[config.mk]
export PLATFORM = sky130hd
export DESIGN_NAME = icc_capture
export DESIGN_NICKNAME = d
export VERILOG_FILES = /design/src/shared/icc_pkg.sv /design/src/icc_capture.sv /design/src/icc_fifo.sv
export SDC_FILE = /design/constraint.sdc
export NUM_CORES = 1
export LEC_CHECK = 0
export ABC_AREA = 1
export BUFFER_PORTS_ARGS = -buffer_cell sky130_fd_sc_hd__buf_2
export CORE_MARGIN = 2
export CORE_UTILIZATION = 23
export CTS_CLUSTER_DIAMETER = 150
export DETAILED_ROUTE_END_ITERATION = 6
export PLACE_DENSITY = 0.45
export SYNTH_ARGS = -nofsm -noshare
export SYNTH_HDL_FRONTEND = slang
export SYNTH_HIERARCHICAL = 1
export SYNTH_SLANG_ARGS = --single-unit
[constraint.sdc]
create_clock -name clock -period 3.11 [get_ports clock]
set_input_delay 0.311 -clock clock [delete_from_list [all_inputs] [get_ports clock]]
set_output_delay 0.311 -clock clock [all_outputs]
set_load 0.005 [all_outputs]
[src/shared/icc_pkg.sv]
// Package: register map, field positions and mode codes for the capture channel
package icc_pkg;
  localparam int unsigned ADDR_W = 4;
  localparam logic [3:0] OFF_CTRL = 4'h0;
  localparam logic [3:0] OFF_BUF = 4'h4;
  localparam logic [3:0] OFF_STAT = 4'h8;
  localparam logic [3:0] OFF_MASK = 4'hc;
  localparam int unsigned POS_SIDL = 13;
  localparam int unsigned POS_TSEL = 10;
  localparam int unsigned POS_CPI = 5;
  localparam int unsigned POS_OVF = 4;
  localparam int unsigned POS_BNE = 3;
  localparam int unsigned POS_MODE = 0;
  localparam logic [15:0] CTRL_WMASK = 16'h3c67;
  localparam logic [15:0] CTRL_RESET = 16'h0000;
  localparam logic [2:0] STAT_RESET = 3'h0;
  localparam logic [2:0] MASK_RESET = 3'h0;
  localparam int unsigned ST_CAP = 0;
  localparam int unsigned ST_OVF = 1;
  localparam int unsigned ST_WAKE = 2;
  localparam logic [3:0] PRE_4 = 4'h3;
  localparam logic [3:0] PRE_16 = 4'hf;
  localparam logic [2:0] MODE_OFF = 3'h0;
  localparam logic [2:0] MODE_BOTH = 3'h1;
  localparam logic [2:0] MODE_FALL = 3'h2;
  localparam logic [2:0] MODE_RISE = 3'h3;
  localparam logic [2:0] MODE_RISE4 = 3'h4;
  localparam logic [2:0] MODE_RISE16 = 3'h5;
  localparam logic [2:0] MODE_UNUSED = 3'h6;
  localparam logic [2:0] MODE_WAKE = 3'h7;
  localparam logic [2:0] TSEL_T3 = 3'h0;
  localparam logic [2:0] TSEL_T2 = 3'h1;
  localparam logic [2:0] TSEL_T4 = 3'h2;
  localparam logic [2:0] TSEL_T5 = 3'h3;
  localparam logic [2:0] TSEL_T1 = 3'h4;
  localparam logic [2:0] TSEL_PER = 3'h7;
endpackage

[src/icc_capture.sv]
// Input capture channel: edge detection, prescaler, timebase, store, registers, interrupt
// Function
// - Stop-in-idle bit set halts the channel during processor idle.
// - Timebase select picks peripheral clock or timers one to five; 110/101 reserved.
// - Captures-per-interrupt field requests interrupt every 1st..4th capture.
// - Captures-per-interrupt ignored in edge-detect and interrupt-pin modes.
// - Read-only overflow flag is set by a dropped capture, cleared by hardware.
// - Read-only buffer-not-empty flag shows captured data is waiting.
// - Mode 111 is rising-edge interrupt pin only in sleep/idle; rest ignored.
// - Modes 000 and 110 disable the channel.
// - Mode 101 captures every sixteenth rising edge via prescaler.
// - Mode 100 captures every fourth rising edge via prescaler.
// - Mode 011 captures every rising edge.
// - Mode 010 captures every falling edge.
// - Mode 001 captures every edge.
// - Control bits 15-14 and 9-7 read as zero.
// - Capture store is a four-deep FIFO.
// Register map: control 0, buffer 4, status 8, mask c
`timescale 1ns/100ps
module icc_capture
  import icc_pkg::*;
#(
  parameter int unsigned TW = 16, // Timebase counter width
  parameter int unsigned DEPTH = 4 // Capture store depth
) (
  input wire logic clock, // 10 MHz system clock
  input wire logic rstn, // Async reset, active low
  input wire logic [icc_pkg::ADDR_W-1:0] addr, // Register byte address
  input wire logic [15:0] wdata, // Write data
  input wire logic wr, // Write strobe
  input wire logic rd, // Read strobe
  output logic [15:0] rdata, // Read data, cycle after rd
  input wire logic cap_pin, // Measured input pin, asynchronous
  input wire logic cpu_idle, // Processor in idle
  input wire logic cpu_sleep, // Processor in sleep
  input wire logic tick_t1, // Timer one clock enable, same domain
  input wire logic tick_t2, // Timer two clock enable
  input wire logic tick_t3, // Timer three clock enable
  input wire logic tick_t4, // Timer four clock enable
  input wire logic tick_t5, // Timer five clock enable
  output logic irq // Level interrupt
);
  logic [15:0] ctrl_q, ctrl_d;
  logic [2:0] stat_q, stat_d, mask_q, mask_d;
  logic [15:0] rdata_q, rdata_d;
  logic irq_q, irq_d;
  logic pin_s1_q, pin_s2_q, pin_prev_q;
  logic [3:0] pre_q, pre_d;
  logic [1:0] cpi_q, cpi_d;
  logic ovf_q, ovf_d;
  logic [TW-1:0] tb_q, tb_d;
  logic [2:0] mode, tsel;
  logic [1:0] cpi_sel;
  logic rise, fall, active, event_ok, capture, cap_irq, wake_irq, tick;
  logic pop, fifo_ne, dropped;
  logic [TW-1:0] head;

  // Pin synchroniser; only the second stage feeds the edge logic
  // The pin must hold each level for more than one clock, or an edge can be missed
  always_ff @(posedge clock or negedge rstn) begin
    if (!rstn) begin
      pin_s1_q <= 1'b0;
      pin_s2_q <= 1'b0;
      pin_prev_q <= 1'b0;
    end else begin
      pin_s1_q <= cap_pin;
      pin_s2_q <= pin_s1_q;
      pin_prev_q <= pin_s2_q;
    end
  end

  // Control fields and synchronised pin edges
  assign mode = ctrl_q[POS_MODE +: 3];
  assign tsel = ctrl_q[POS_TSEL +: 3];
  assign cpi_sel = ctrl_q[POS_CPI +: 2];
  assign rise = pin_s2_q && !pin_prev_q;
  assign fall = !pin_s2_q && pin_prev_q;
  // Halt in idle only when stop-in-idle is set
  assign active = !(ctrl_q[POS_SIDL] && cpu_idle) && !cpu_sleep;
  // A buffer read pops the head in the cycle that latches it into read data
  assign pop = rd && (addr == OFF_BUF);

  // Timebase selection; reserved codes leave the counter stopped
  // Timer clocks arrive as same-clock enables; an asynchronous timer clock is not supported
  always_comb begin
    unique case (tsel)
      TSEL_PER: tick = 1'b1;
      TSEL_T1: tick = tick_t1;
      TSEL_T5: tick = tick_t5;
      TSEL_T4: tick = tick_t4;
      TSEL_T2: tick = tick_t2;
      TSEL_T3: tick = tick_t3;
      default: tick = 1'b0;
    endcase
  end

  // Edge qualification per mode and prescaler
  // A halted channel keeps its prescaler count until it runs again
  always_comb begin
    pre_d = pre_q;
    event_ok = 1'b0;
    wake_irq = 1'b0;
    unique case (mode)
      MODE_BOTH: event_ok = rise || fall;
      MODE_FALL: event_ok = fall;
      MODE_RISE: event_ok = rise;
      MODE_RISE4: begin
        if (rise) begin
          pre_d = (pre_q >= PRE_4) ? 4'h0 : pre_q + 4'h1;
          event_ok = (pre_q >= PRE_4);
        end
      end
      MODE_RISE16: begin
        if (rise) begin
          pre_d = pre_q + 4'h1;
          event_ok = (pre_q == PRE_16);
        end
      end
      // Only wakes a sleeping or idle processor; no capture at all
      MODE_WAKE: wake_irq = rise && (cpu_sleep || cpu_idle);
      MODE_OFF, MODE_UNUSED: pre_d = 4'h0;
    endcase
    if (!active && mode != MODE_WAKE) begin
      event_ok = 1'b0;
      pre_d = pre_q;
    end
    capture = event_ok;
  end

  // Timebase counter, runs only while the channel is on
  // Cleared while off so a fresh enable always starts counting from zero
  always_comb begin
    tb_d = tb_q;
    if (mode == MODE_OFF || mode == MODE_UNUSED || mode == MODE_WAKE) begin
      tb_d = '0;
    end else if (tick && active) begin
      tb_d = tb_q + 1'b1;
    end
  end

  // Captures-per-interrupt count; unused in edge-detect and wake modes
  // Every qualifying capture counts, even one that the full store drops
  always_comb begin
    cpi_d = cpi_q;
    cap_irq = 1'b0;
    if (mode == MODE_BOTH) begin
      cap_irq = capture;
      cpi_d = 2'h0;
    end else if (mode == MODE_WAKE) begin
      cpi_d = 2'h0;
    end else if (capture) begin
      if (cpi_q == cpi_sel) begin
        cap_irq = 1'b1;
        cpi_d = 2'h0;
      end else begin
        cpi_d = cpi_q + 2'h1;
      end
    end
  end

  // Overflow flag: set by a dropped push, cleared by hardware once the store drains
  // Software can clear it only by writing mode 000, so a drop stays visible until the backlog is read or flushed
  always_comb begin
    ovf_d = ovf_q;
    if (dropped) begin
      ovf_d = 1'b1;
    end else if (!fifo_ne || mode == MODE_OFF) begin
      ovf_d = 1'b0;
    end
  end

  // Flush only in mode 000; mode 110 keeps stored values readable
  icc_fifo #(
    .WIDTH(TW),
    .DEPTH(DEPTH)
  ) u_fifo (
    .clock(clock),
    .rstn(rstn),
    .flush(mode == MODE_OFF),
    .push(capture),
    .push_data(tb_q),
    .pop(pop),
    .head(head),
    .not_empty(fifo_ne),
    .dropped(dropped)
  );

  // Register writes and sticky status, with set winning over clear
  always_comb begin
    ctrl_d = ctrl_q;
    mask_d = mask_q;
    stat_d = stat_q;
    if (wr && addr == OFF_CTRL) begin
      ctrl_d = wdata & CTRL_WMASK;
    end
    if (wr && addr == OFF_MASK) begin
      mask_d = wdata[2:0];
    end
    if (wr && addr == OFF_STAT) begin
      stat_d = stat_q & ~wdata[2:0];
    end
    if (cap_irq) stat_d[ST_CAP] = 1'b1;
    if (dropped) stat_d[ST_OVF] = 1'b1;
    if (wake_irq) stat_d[ST_WAKE] = 1'b1;
  end

  // Read mux; bits 4 and 3 are never stored, the read path fills them from live state
  always_comb begin
    rdata_d = 16'h0000;
    if (rd) begin
      unique case (addr)
        OFF_CTRL: begin
          rdata_d = ctrl_q;
          // Overflow shows only while data waits, so it never reads set on an empty store
          rdata_d[POS_OVF] = ovf_q && fifo_ne;
          rdata_d[POS_BNE] = fifo_ne;
        end
        OFF_BUF: rdata_d = 16'(head);
        OFF_STAT: rdata_d = {13'h0000, stat_q};
        OFF_MASK: rdata_d = {13'h0000, mask_q};
        default: rdata_d = 16'h0000;
      endcase
    end
  end

  // Interrupt follows next status and mask, so a clear or unmask acts in one cycle
  always_comb begin
    irq_d = |(stat_d & mask_d);
  end

  // Register file: control, status and mask
  always_ff @(posedge clock or negedge rstn) begin
    if (!rstn) begin
      ctrl_q <= CTRL_RESET;
      stat_q <= STAT_RESET;
      mask_q <= MASK_RESET;
    end else begin
      ctrl_q <= ctrl_d;
      stat_q <= stat_d;
      mask_q <= mask_d;
    end
  end

  // Read data, zero outside the answer cycle
  always_ff @(posedge clock or negedge rstn) begin
    if (!rstn) begin
      rdata_q <= 16'h0000;
    end else begin
      rdata_q <= rdata_d;
    end
  end

  // Interrupt, registered so the pin never glitches while status changes
  always_ff @(posedge clock or negedge rstn) begin
    if (!rstn) begin
      irq_q <= 1'b0;
    end else begin
      irq_q <= irq_d;
    end
  end

  // Rising-edge prescaler
  always_ff @(posedge clock or negedge rstn) begin
    if (!rstn) begin
      pre_q <= 4'h0;
    end else begin
      pre_q <= pre_d;
    end
  end

  // Captures-per-interrupt counter
  always_ff @(posedge clock or negedge rstn) begin
    if (!rstn) begin
      cpi_q <= 2'h0;
    end else begin
      cpi_q <= cpi_d;
    end
  end

  // Overflow flag
  always_ff @(posedge clock or negedge rstn) begin
    if (!rstn) begin
      ovf_q <= 1'b0;
    end else begin
      ovf_q <= ovf_d;
    end
  end

  // Timebase counter
  always_ff @(posedge clock or negedge rstn) begin
    if (!rstn) begin
      tb_q <= '0;
    end else begin
      tb_q <= tb_d;
    end
  end

  assign rdata = rdata_q;
  assign irq = irq_q;
endmodule

[src/icc_fifo.sv]
// Four-entry capture store in flip-flops with overflow reporting
`timescale 1ns/100ps
module icc_fifo #(
  parameter int unsigned WIDTH = 16, // Entry width
  parameter int unsigned DEPTH = 4 // Entry count
) (
  input wire logic clock, // System clock
  input wire logic rstn, // Async reset, active low
  input wire logic flush, // Empty the store
  input wire logic push, // Write one entry
  input wire logic [WIDTH-1:0] push_data, // Entry to write
  input wire logic pop, // Remove head entry
  output logic [WIDTH-1:0] head, // Oldest entry
  output logic not_empty, // At least one entry held
  output logic dropped // Pulse: push refused, store full
);
  localparam int unsigned AW = $clog2(DEPTH);
  logic [WIDTH-1:0] mem_q [DEPTH];
  logic [WIDTH-1:0] mem_d [DEPTH];
  logic [AW-1:0] rd_q, rd_d, wr_q, wr_d;
  logic [AW:0] cnt_q, cnt_d;
  logic do_push, do_pop;

  // Next pointers; a push into a full store is dropped
  always_comb begin
    do_pop = pop && (cnt_q != '0);
    do_push = push && (cnt_q != (AW+1)'(DEPTH));
    dropped = push && !do_push;
    rd_d = do_pop ? ((rd_q == AW'(DEPTH-1)) ? '0 : rd_q + 1'b1) : rd_q;
    wr_d = do_push ? ((wr_q == AW'(DEPTH-1)) ? '0 : wr_q + 1'b1) : wr_q;
    cnt_d = cnt_q + (AW+1)'(do_push) - (AW+1)'(do_pop);
    if (flush) begin
      rd_d = '0;
      wr_d = '0;
      cnt_d = '0;
    end
    head = mem_q[rd_q];
    not_empty = (cnt_q != '0);
  end

  // One write port per entry
  for (genvar i = 0; i < DEPTH; i++) begin : g_ent
    assign mem_d[i] = (do_push && wr_q == AW'(i)) ? push_data : mem_q[i];
    always_ff @(posedge clock or negedge rstn) begin
      if (!rstn) begin
        mem_q[i] <= '0;
      end else begin
        mem_q[i] <= mem_d[i];
      end
    end
  end

  // Pointer registers
  always_ff @(posedge clock or negedge rstn) begin
    if (!rstn) begin
      rd_q <= '0;
      wr_q <= '0;
      cnt_q <= '0;
    end else begin
      rd_q <= rd_d;
      wr_q <= wr_d;
      cnt_q <= cnt_d;
    end
  end
endmodule

==> run_results.csv, run 1 <==
group,metric,value,unit
hold_path,min_path_type,"in -> reg",
critical_path,critPathKind,"reg -> reg",
sta,skew,0.01040,ns
cells_and_area,final-seq-area,3229,µm²
power,ir_drop,0.2908,mV
sta,period_needed,2.512,ns
critical_path,cp_slowest_cell,"dfrtp_1",
placement,post-dp-hpwl,11.96,mm
global_routing,grt_max_degree,57,
critical_path,slowest_delay,0.53,ns
critical_path,path_max_fanout,50,
cells_and_area,nets,904,
power,p_total,4572,µW
yosys,synth_area_leaders,"dfrtp_1, nand2_1, nand4_1",
critical_path,path_buf_inv,4,
yosys,yosysMostFrequentCell,"nand2_1",
routing,drc_errors,0,
critical_path,cp.arrival,2.82,ns
cells_and_area,multi_input_area,2978,µm²
clocking,h-tree-depth,4,
power,leakage,0.003777,µW
yosys,yosys.area.top_type,"dfrtp_1",
floorplanning,ioPinCount,49,
cells_and_area,drive_above_1_share,0.1422,
floorplanning,die_y,176.0,µm
placement,gp_congestion,0.7850,
yosys,synth_nets,876,
yosys,yosysWarnings,6,
yosys,synthFlopType,"dfrtp_1",
critical_path,cp-end-kind,"register",
sta,setup_viol_count_final,0,
routing,drt-initial-drc-count,433,
sta,period_share,0.8079,
placement,place_ws,0.6417,ns
global_routing,grt_use_total,0.1225,
global_routing,grt_pass1_wl,29.73,mm
yosys,synth_edf_count,0,
routing,vias,5556,
placement,dpl-instance-area,7336,µm²
routing,drt_first_pass_iters,5,
yosys,synth_top_area_share,0.4747,
sta,tns,0,ns
yosys,yosys-top-cells-count,"nand2_1, dfrtp_1, nand4_1",
yosys,synth_area,6800,µm²
floorplanning,num_rows,62,
routing,post_drt_wl_per_cell,14.43,µm
floorplanning,dieArea,30960,µm²
floorplanning,coreArea,28940,µm²
cells_and_area,area_growth,16.23,%
critical_path,cp_common_cell,"nand2_1",
clocking,clock-root-buffer,"clkbuf_16",
critical_path,path_cells,"inv_1, nor2_2, inv_2, nand2_1, nand2_2, inv_2, buf_4, nand3_4, nand2_1, nand2_1",
yosys,synth_cell_types,42,
cells_and_area,antenna_cells,0,
global_routing,antenna_found_initial,0,
critical_path,required,3.42,ns
clocking,clkLatencyLatePin,0.42,ns
global_routing,grt_overflow_total,0,
clocking,cts_tree,"done",
cells_and_area,fill_cells,3121,
yosys,syn_avg_cell_area,8.173,µm²
clocking,post_cts_buffers,0,
placement,portBuffers,41,
yosys,async_reset_ff_frac,1.000,
clocking,numCtsBuffers,17,
power,powerDensity,578.5,nW/µm²
routing,final_antenna_net_count,0,
critical_path,worstSetupStartpointType,"register",
global_routing,first_global_vias,5416,
status,status,"finished, final reports clean",
clocking,cts_sinks,129,
routing,viasPerCell,4.424,
yosys,synth_seq_area_share,0.4747,
critical_path,cp_top_family,"simple AND/OR/NAND/NOR gates",
flow_run,cap_violations,0,
yosys,synth-seq-cells,129,
sta,final.setup.worst_slack,0.5976,ns
floorplanning,initial_core_util,0.2350,
sta,hold_violations,0,
routing,wl,18.12,mm
sta,worst_slew_pin_slew,0.6455,ns
yosys,synth_cells,832,
cells_and_area,final_area,7904,µm²
clocking,clock_path_buffers,2,
sta,drv_slew,0,
sta,fmax,398.0,MHz
sta,rsz0062_at_grt,"no",
clocking,clk_pin_slew,0.06,ns
sta,slew_headroom,0.5696,
floorplanning,die-width,176.0,µm
==> final timing paths <==
| check | slack [ns] | to | cells past startpoint | from |
|---|---|---|---|---|
| worst min-delay path | 0.13 | ctrl_q[10] | 2 | wdata[10] |
| worst max-delay path | 0.60 | u_fifo/mem_q[37] | 10 | ctrl_q[0] |
| worst max register to register | 0.60 | u_fifo/mem_q[37] | 10 | ctrl_q[0] |
| min in group asynchronous | 0.43 | irq | 2 | rstn |
| worst min register to register | 0.35 | pin_s2_q | 0 | pin_s1_q |
| max in group asynchronous | 1.94 | u_fifo/mem_q[57] | 3 | rstn |
==> cell families (layout without fill, tap and decap cells) <==
group,count (synthesis),count (layout),synth area share
and+or+nand+nor,444,444,0.3104
buffers and inverters,133,173,0.08740
DFF,129,129,0.4747
AOI/OAI and AO/OA,101,101,0.08611
adders and majority gates,12,12,0.02318
xor gates and xnor gates,9,9,0.01159
muxes,4,4,0.006623
==> power breakdown <==
group | internal [µW] | total, µW | switching [µW]
Clock | 1130 | 1870 | 744
Sequential | 1780 | 1910 | 124
Combinational | 229 | 790 | 561
==> sequential cells by signal, indices dropped and copies added, names as in the netlist <==
name	cells
u_fifo/rd_q	2
ctrl_q	9
pin_s1_q	1
pin_prev_q	1
pre_q	4
stat_q	3
u_fifo/cnt_q	3
tb_q	16
pin_s2_q	1
irq	1
u_fifo/mem_q	64
cpi_q	2
mask_q	3
ovf_q	1
rdata	16
u_fifo/wr_q	2
==> placed cells by master, fill, tap and decap left out, drive strengths merged, types with 11 or more instances in the layout <==
cell type | synthesis | final
dfrtp | 129 | 129
inv | 84 | 84
clkbuf | 5 | 21
nand4 | 85 | 85
nand2 | 259 | 259
buf | 43 | 55
o211ai | 16 | 16
nand3 | 41 | 41
ha | 11 | 11
nor2 | 41 | 41
a21oi | 35 | 35
o21ai | 42 | 42
nor3 | 11 | 11
==> routing by layer <==
metal | part of all wire | global-route usage | wire, µm | up-vias
li1 | - | - | - | 2819
met1 | 0.48 | 0.1628 | 8784 | 2617
met2 | 0.47 | 0.2011 | 8485 | 100
met3 | 0.033 | 0.02326 | 604 | 20
met4 | 0.014 | 0.03994 | 245 | 0
met5 | 0 | 0 | 0 | -
==> worst reg2reg max path: cells and delay by family, from the launching register on <==
kind,cells,cell delay (ns)
DFF,1,0.53
buffers and inverters,4,0.84
and+or+nand+nor,6,1.04
==> metrics by stage <==
stage,hold WS (ns),utilization,instances
floorplan,0.01541,-,832
global placement,0.3286,0.2535,1223
detailed placement,0.3234,0.2535,1223
global route,0.1130,0.2732,1256
finish,0.1319,0.2732,1256
CTS,0.1113,0.2732,1256
==> final cells by class <==
type | count | area share
Clock buffer | 21 | 0.05826
Clock inverter | 10 | 0.01108
Inverter | 85 | 0.04037
Multi-Input combinational cell | 570 | 0.3768
Sequential cell | 129 | 0.4086
Tap cell | 384 | 0.06079
Timing Repair Buffer | 57 | 0.04417
==> what timing repair did <==
action	in CTS	in global routing
resized for setup	0	0
setup endpoints to repair	0	0
hold buffers	2	0
hold endpoints to repair	55	0
No activity file was read; power rests on OpenSTA's default activity.
==> run 2, diff against run 1 <==
--- a/config.mk
+++ b/config.mk
@@ -11,7 +11,7 @@
 export CORE_UTILIZATION = 23
 export CTS_CLUSTER_DIAMETER = 150
 export DETAILED_ROUTE_END_ITERATION = 6
-export PLACE_DENSITY = 0.45
+export PLACE_DENSITY = 0.46
 export SYNTH_ARGS = -nofsm -noshare
 export SYNTH_HDL_FRONTEND = slang
 export SYNTH_HIERARCHICAL = 1
==> constraint.sdc (replaced) <==
create_clock -name clock -period 2.1 [get_ports clock]
set_input_delay 0.21 -clock clock [delete_from_list [all_inputs] [get_ports clock]]
set_output_delay 0.21 -clock clock [all_outputs]
set_load 0.005 [all_outputs]
==> run 2 against run 1 <==
Against the previous run:
- the flow now finishes with violations (negative setup slack)
- via count up 5.6%
- count of clock-buffer cells in the layout is 3 lower
- combinational power up 89%
- power grew 59%
- worst setup slack got worse by 0.76 ns
- wire length grew 4.8%
- cell area up 7.1%
- cell count increased by 3.8%
- sequential share of layout area shrank 2.7 points
- clock skew is 0.00055 ns lower
- non-clock buffer count increased by 47
- critical path type unchanged
==> run_results.csv, run 2 (synthesis gave the netlist of run 1 again) <==
group,metric,value,unit
status,status,"complete, but fails checks",
status,violations,"negative setup slack",
cells_and_area,final_common_cell,"nand2_1",
cells_and_area,nets,951,
power,powerDensity,858.5,nW/µm²
routing,drc_errors,0,
sta,skew,0.009841,ns
floorplanning,dieArea,30960,µm²
clocking,clkLatencyLatePin,0.42,ns
cells_and_area,area_growth,24.53,%
global_routing,grt_max_degree,72,
routing,viasPerCell,4.501,
clocking,clock_path_buffers,2,
critical_path,slowest_delay,0.52,ns
global_routing,grtUsageMet3,0.02369,
sta,slew_headroom,0.4635,
global_routing,grtUsageMet2,0.2134,
sta,drv_slew,0,
clocking,h-tree-depth,4,
global_routing,grt_overflow_total,0,
sta,hold_violations,0,
sta,final.setup.worst_slack,-0.1591,ns
cells_and_area,largest_reg_flops,64,
cells_and_area,antenna_cells,0,
global_routing,grt_use_met1,0.1760,
routing,drt_first_pass_iters,7,
clocking,cts_tree,"done",
clocking,clk_pin_slew,0.06,ns
power,leakage,0.004045,µW
global_routing,busiest_layer,"met2",
sta,fmax,442.7,MHz
critical_path,path_max_fanout,3,
power,ir_drop,0.4375,mV
sta,setup_viol_count_final,2,
floorplanning,die_y,176.0,µm
global_routing,grt_pass1_wl,31.81,mm
sta,tns,-0.3005,ns
floorplanning,initial_core_util,0.2350,
flow_run,cap_violations,0,
hold_path,min_path_type,"in -> reg",
critical_path,path_cells,"ha_2, inv_2, nand2_2, nand2_2, nand2_2, nand3_2, nand3_2, nand2_2, inv_2, nand2_4, ha_4, inv_2, ha_4, inv_2, fa_2, nor2_1",
cells_and_area,top_register,"u_fifo/mem_q",
critical_path,critPathKind,"reg -> reg",
critical_path,required,2.41,ns
floorplanning,ioPinCount,49,
cells_and_area,layout.cells.non_filler,1304,
placement,dp_cells,1266,
routing,vias,5869,
routing,wl,18.98,mm
sta,period_share,1.076,
cells_and_area,drive_above_1_share,0.2098,
sta,rsz0062_at_grt,"yes",
floorplanning,num_rows,62,
global_routing,first_global_vias,5803,
sta,period_needed,2.259,ns
power,p_total,7270,µW
cells_and_area,final_cell_mix,"nand2_1, dfrtp_1, nand4_1",
floorplanning,coreArea,28940,µm²
critical_path,cp_top_family,"adder cells",
routing,drt-initial-drc-count,410,
critical_path,cp.arrival,2.57,ns
routing,final_antenna_net_count,0,
placement,portBuffers,41,
placement,gp_congestion,0.7812,
critical_path,worstSetupStartpointType,"register",
critical_path,path_buf_inv,4,
sta,worst_slew_pin_slew,0.8047,ns
placement,post-dp-hpwl,12.60,mm
clocking,clock-root-buffer,"clkbuf_16",
routing,post_drt_wl_per_cell,14.56,µm
floorplanning,die-width,176.0,µm
global_routing,grt_use_total,0.1301,
clocking,cts_sinks,129,
critical_path,cp-end-kind,"register",
global_routing,antenna_found_initial,0,
critical_path,cp_slowest_cell,"fa_2",
clocking,numCtsBuffers,17,
## run 2: cell count changes in the layout (fill, tap and decap cells not counted), sizes merged
cell    change
buf        +47
inv         +5
clkbuf      -3
clkinv      -2
bufinv      +1
## run 2: worst paths after layout
path	startpoint	endpoint	slack, ns	depth (start not counted)
worst max-delay path	pre_q[1]	u_fifo/cnt_q[1]	-0.16	16
worst min-delay path	wdata[6]	ctrl_q[6]	0.02	2
worst max register to register	pre_q[1]	u_fifo/cnt_q[1]	-0.16	16
worst min register to register	pin_s1_q	pin_s2_q	0.37	0
max in group asynchronous	rstn	u_fifo/mem_q[54]	1.16	3
min in group asynchronous	rstn	pin_prev_q	0.32	2
## run 2: cell type report
| type | instances | area, µm² |
|---|---|---|
| inverters | 85 | 321.6 |
| fillers | 3096 | 20470 |
| multi-input cells | 570 | 3052 |
| repair buffers | 104 | 789.5 |
| clock buffers | 18 | 439.2 |
| flip-flops and latches | 129 | 3232 |
| well taps | 384 | 480.5 |
| clock inverters | 14 | 153.9 |
## run 2: routing by layer
metal	wire length [µm]	vias up
met5	0	-
met3	582	13
li1	-	2913
met2	9053	87
met4	201	0
met1	9146	2856
## run 2: report_power, final
group	total [µW]	switching, µW	internal [µW]
Combinational	1490	949	543
Sequential	2790	145	2640
Clock	2990	1190	1800
## run 2: what timing repair did
action	CTS	global route
setup buffers	2	2
endpoints found under the setup margin	2	69
endpoints found under the hold margin	52	0
gates cloned	0	0
resized for setup	2	7
hold buffers	2	0
pin swaps	4	8
## run 2: per-stage QoR
stage	cell area [µm²]	hold WS [ns]	utilization	setup WS, ns
after floorplan	6867	-0.08559	-	-0.3089
after global placement	7795	0.2291	0.2694	-0.1045
after detailed placement	7795	0.2222	0.2694	-0.1359
after CTS	8432	0.005969	0.2914	-0.1267
after global routing	8468	0.01859	0.2927	-0.2926
final	8468	0.02271	0.2927	-0.1591
==> run 3, diff against run 2 <==
--- a/config.mk
+++ b/config.mk
@@ -7,7 +7,6 @@
 export LEC_CHECK = 0
 export ABC_AREA = 1
 export BUFFER_PORTS_ARGS = -buffer_cell sky130_fd_sc_hd__buf_2
-export CORE_MARGIN = 2
 export CORE_UTILIZATION = 23
 export CTS_CLUSTER_DIAMETER = 150
 export DETAILED_ROUTE_END_ITERATION = 6
==> run 3 against run 2 <==
Against the previous run:
- the run still ends with negative setup slack left
- global-route usage barely moved
- cell area up 0.46%
- sequential cell count unchanged
- sequential power is essentially flat
- die area is 2.3% lower
- highest routed layer unchanged
==> run_results.csv, run 3 (synthesis gave the netlist of run 1 again) <==
group,metric,value,unit
sta,period_needed,2.238,ns
power,leakage,0.004056,µW
routing,drt-initial-drc-count,464,
sta,slew_headroom,0.6466,
critical_path,required,2.41,ns
sta,drv_slew,0,
cells_and_area,drive_above_1_share,0.2175,
hold_path,min_path_cells,2,
sta,skew,0.01603,ns
global_routing,grt_use_total,0.1297,
critical_path,cp.arrival,2.55,ns
floorplanning,ioPinCount,49,
sta,final.setup.worst_slack,-0.1375,ns
global_routing,grt_pass1_wl,31.05,mm
sta,fmax,446.9,MHz
clocking,numCtsBuffers,17,
hold_path,worstHoldEndpoint,"ctrl_q[6]",
cells_and_area,final-seq-area,3233,µm²
clocking,clock-root-buffer,"clkbuf_16",
placement,place_ws,-0.1125,ns
floorplanning,die-width,174.0,µm
clocking,cts_tree,"done",
global_routing,grt_max_degree,72,
hold_path,min_path_type,"in -> reg",
critical_path,worstSetupStartpointType,"register",
sta,rsz0062_at_grt,"yes",
floorplanning,coreArea,28860,µm²
cells_and_area,top_register,"u_fifo/mem_q",
global_routing,antenna_found_initial,0,
critical_path,path_max_fanout,3,
critical_path,critPathKind,"reg -> reg",
critical_path,r2r_cells,16,
critical_path,r2r_slack,-0.14,ns
sta,period_share,1.065,
cells_and_area,largest_reg_flops,64,
critical_path,cp-end-kind,"register",
cells_and_area,fill_cells,3131,
cells_and_area,multi_input_area,3077,µm²
sta,setup_viol_count_final,5,
floorplanning,die_y,174.0,µm
cells_and_area,final_cell_mix,"nand2_1, dfrtp_1, nand4_1",
critical_path,r2r-end,"u_fifo/cnt_q[1]",
status,violations,"negative setup slack",
critical_path,reg2reg_from,"pre_q[1]",
clocking,cts_sinks,129,
sta,worst_slew_pin_slew,0.5288,ns
cells_and_area,final_common_cell,"nand2_1",
floorplanning,num_rows,62,
routing,wl,18.86,mm
routing,viasPerCell,4.487,
cells_and_area,area_growth,25.10,%
flow_run,cap_violations,0,
cells_and_area,antenna_cells,0,
placement,portBuffers,41,
routing,post_drt_wl_per_cell,14.42,µm
sta,hold_violations,0,
clocking,clk_pin_slew,0.06,ns
clocking,clkLatencyLatePin,0.42,ns
power,p_total,7325,µW
sta,timing.hold.ws,0.02470,ns
clocking,h-tree-depth,4,
power,powerDensity,861.1,nW/µm²
clocking,clock_path_buffers,2,
routing,drt_first_pass_iters,5,
sta,tns,-0.3015,ns
hold_path,hold_start,"wdata[6]",
routing,final_antenna_net_count,0,
placement,post-dp-hpwl,12.90,mm
status,status,"complete, but fails checks",
floorplanning,dieArea,30260,µm²
cells_and_area,nets,955,
power,ir_drop,0.4448,mV
routing,vias,5869,
global_routing,grt_overflow_total,0,
global_routing,first_global_vias,5934,
floorplanning,initial_core_util,0.2356,
routing,drc_errors,0,
placement,gp_congestion,0.7796,
[run 3: how the worst max path moves through the flow]
stage / startpoint / end / slack (ns) / cells after the start
4_1_cts: pre_q[0] / u_fifo/cnt_q[1] / -0.11 / 16
6_report: pre_q[1] / u_fifo/cnt_q[1] / -0.14 / 16
2_1_floorplan: pre_q[0] / u_fifo/cnt_q[1] / -0.31 / 18
5_1_grt: pin_s2_q / u_fifo/cnt_q[1] / -0.25 / 15
3_5_place_dp: pre_q[1] / u_fifo/cnt_q[1] / -0.11 / 16
3_3_place_gp: pre_q[1] / u_fifo/cnt_q[1] / -0.11 / 16
[run 3: layout make-up]
class                           instances  share of cell area
Multi-Input combinational cell        570              0.3617
Clock inverter                         12             0.01544
Timing Repair Buffer                  108             0.09340
Clock buffer                           20             0.05486
Inverter                               85             0.03809
Tap cell                              384             0.05648
Sequential cell                       129              0.3801
[run 3: per-layer routing]
metal  part of all wire  track usage  vias up
met3              0.032      0.02603       27
met2               0.46       0.2027      107
met1               0.48       0.1746     2808
met4              0.024      0.05336        0
met5                  0            0        -
li1                   -            -     2927
[run 3: per-stage QoR]
step / instance area, µm² / util / cells
after global routing: 8507 / 0.2948 / 1308
after CTS: 8477 / 0.2937 / 1308
after floorplan: 6867 / - / 832
after detailed placement: 7762 / 0.2690 / 1265
after global placement: 7762 / 0.2690 / 1265
final: 8507 / 0.2948 / 1308
[run 3: critical path, cell delays in order (launching register included)]
cell and delay (ns):
dfrtp_1 0.38, ha_2 0.20, inv_2 0.06, nand2_2 0.05
nand2_2 0.06, nand2_2 0.05, nand3_2 0.06, nand3_2 0.09
nand2_2 0.11, inv_4 0.05, nand2_4 0.07, ha_4 0.19
inv_2 0.05, ha_4 0.11, inv_2 0.03, fa_2 0.50
nor2_1 0.04
[run 3: timing repair]
item                                    in CTS  in global routing
endpoints found under the setup margin       3                 71
pin swaps                                    5                 10
resized for setup                            6                 10
buffers inserted                             9                  0
hold endpoints to repair                    48                  0
hold buffers                                 2                  0
[run 3: report_power, final]
group,switching [µW],internal [µW]
Clock,1150,1840
Sequential,153,2640
Combinational,970,565
Total,2270,5050
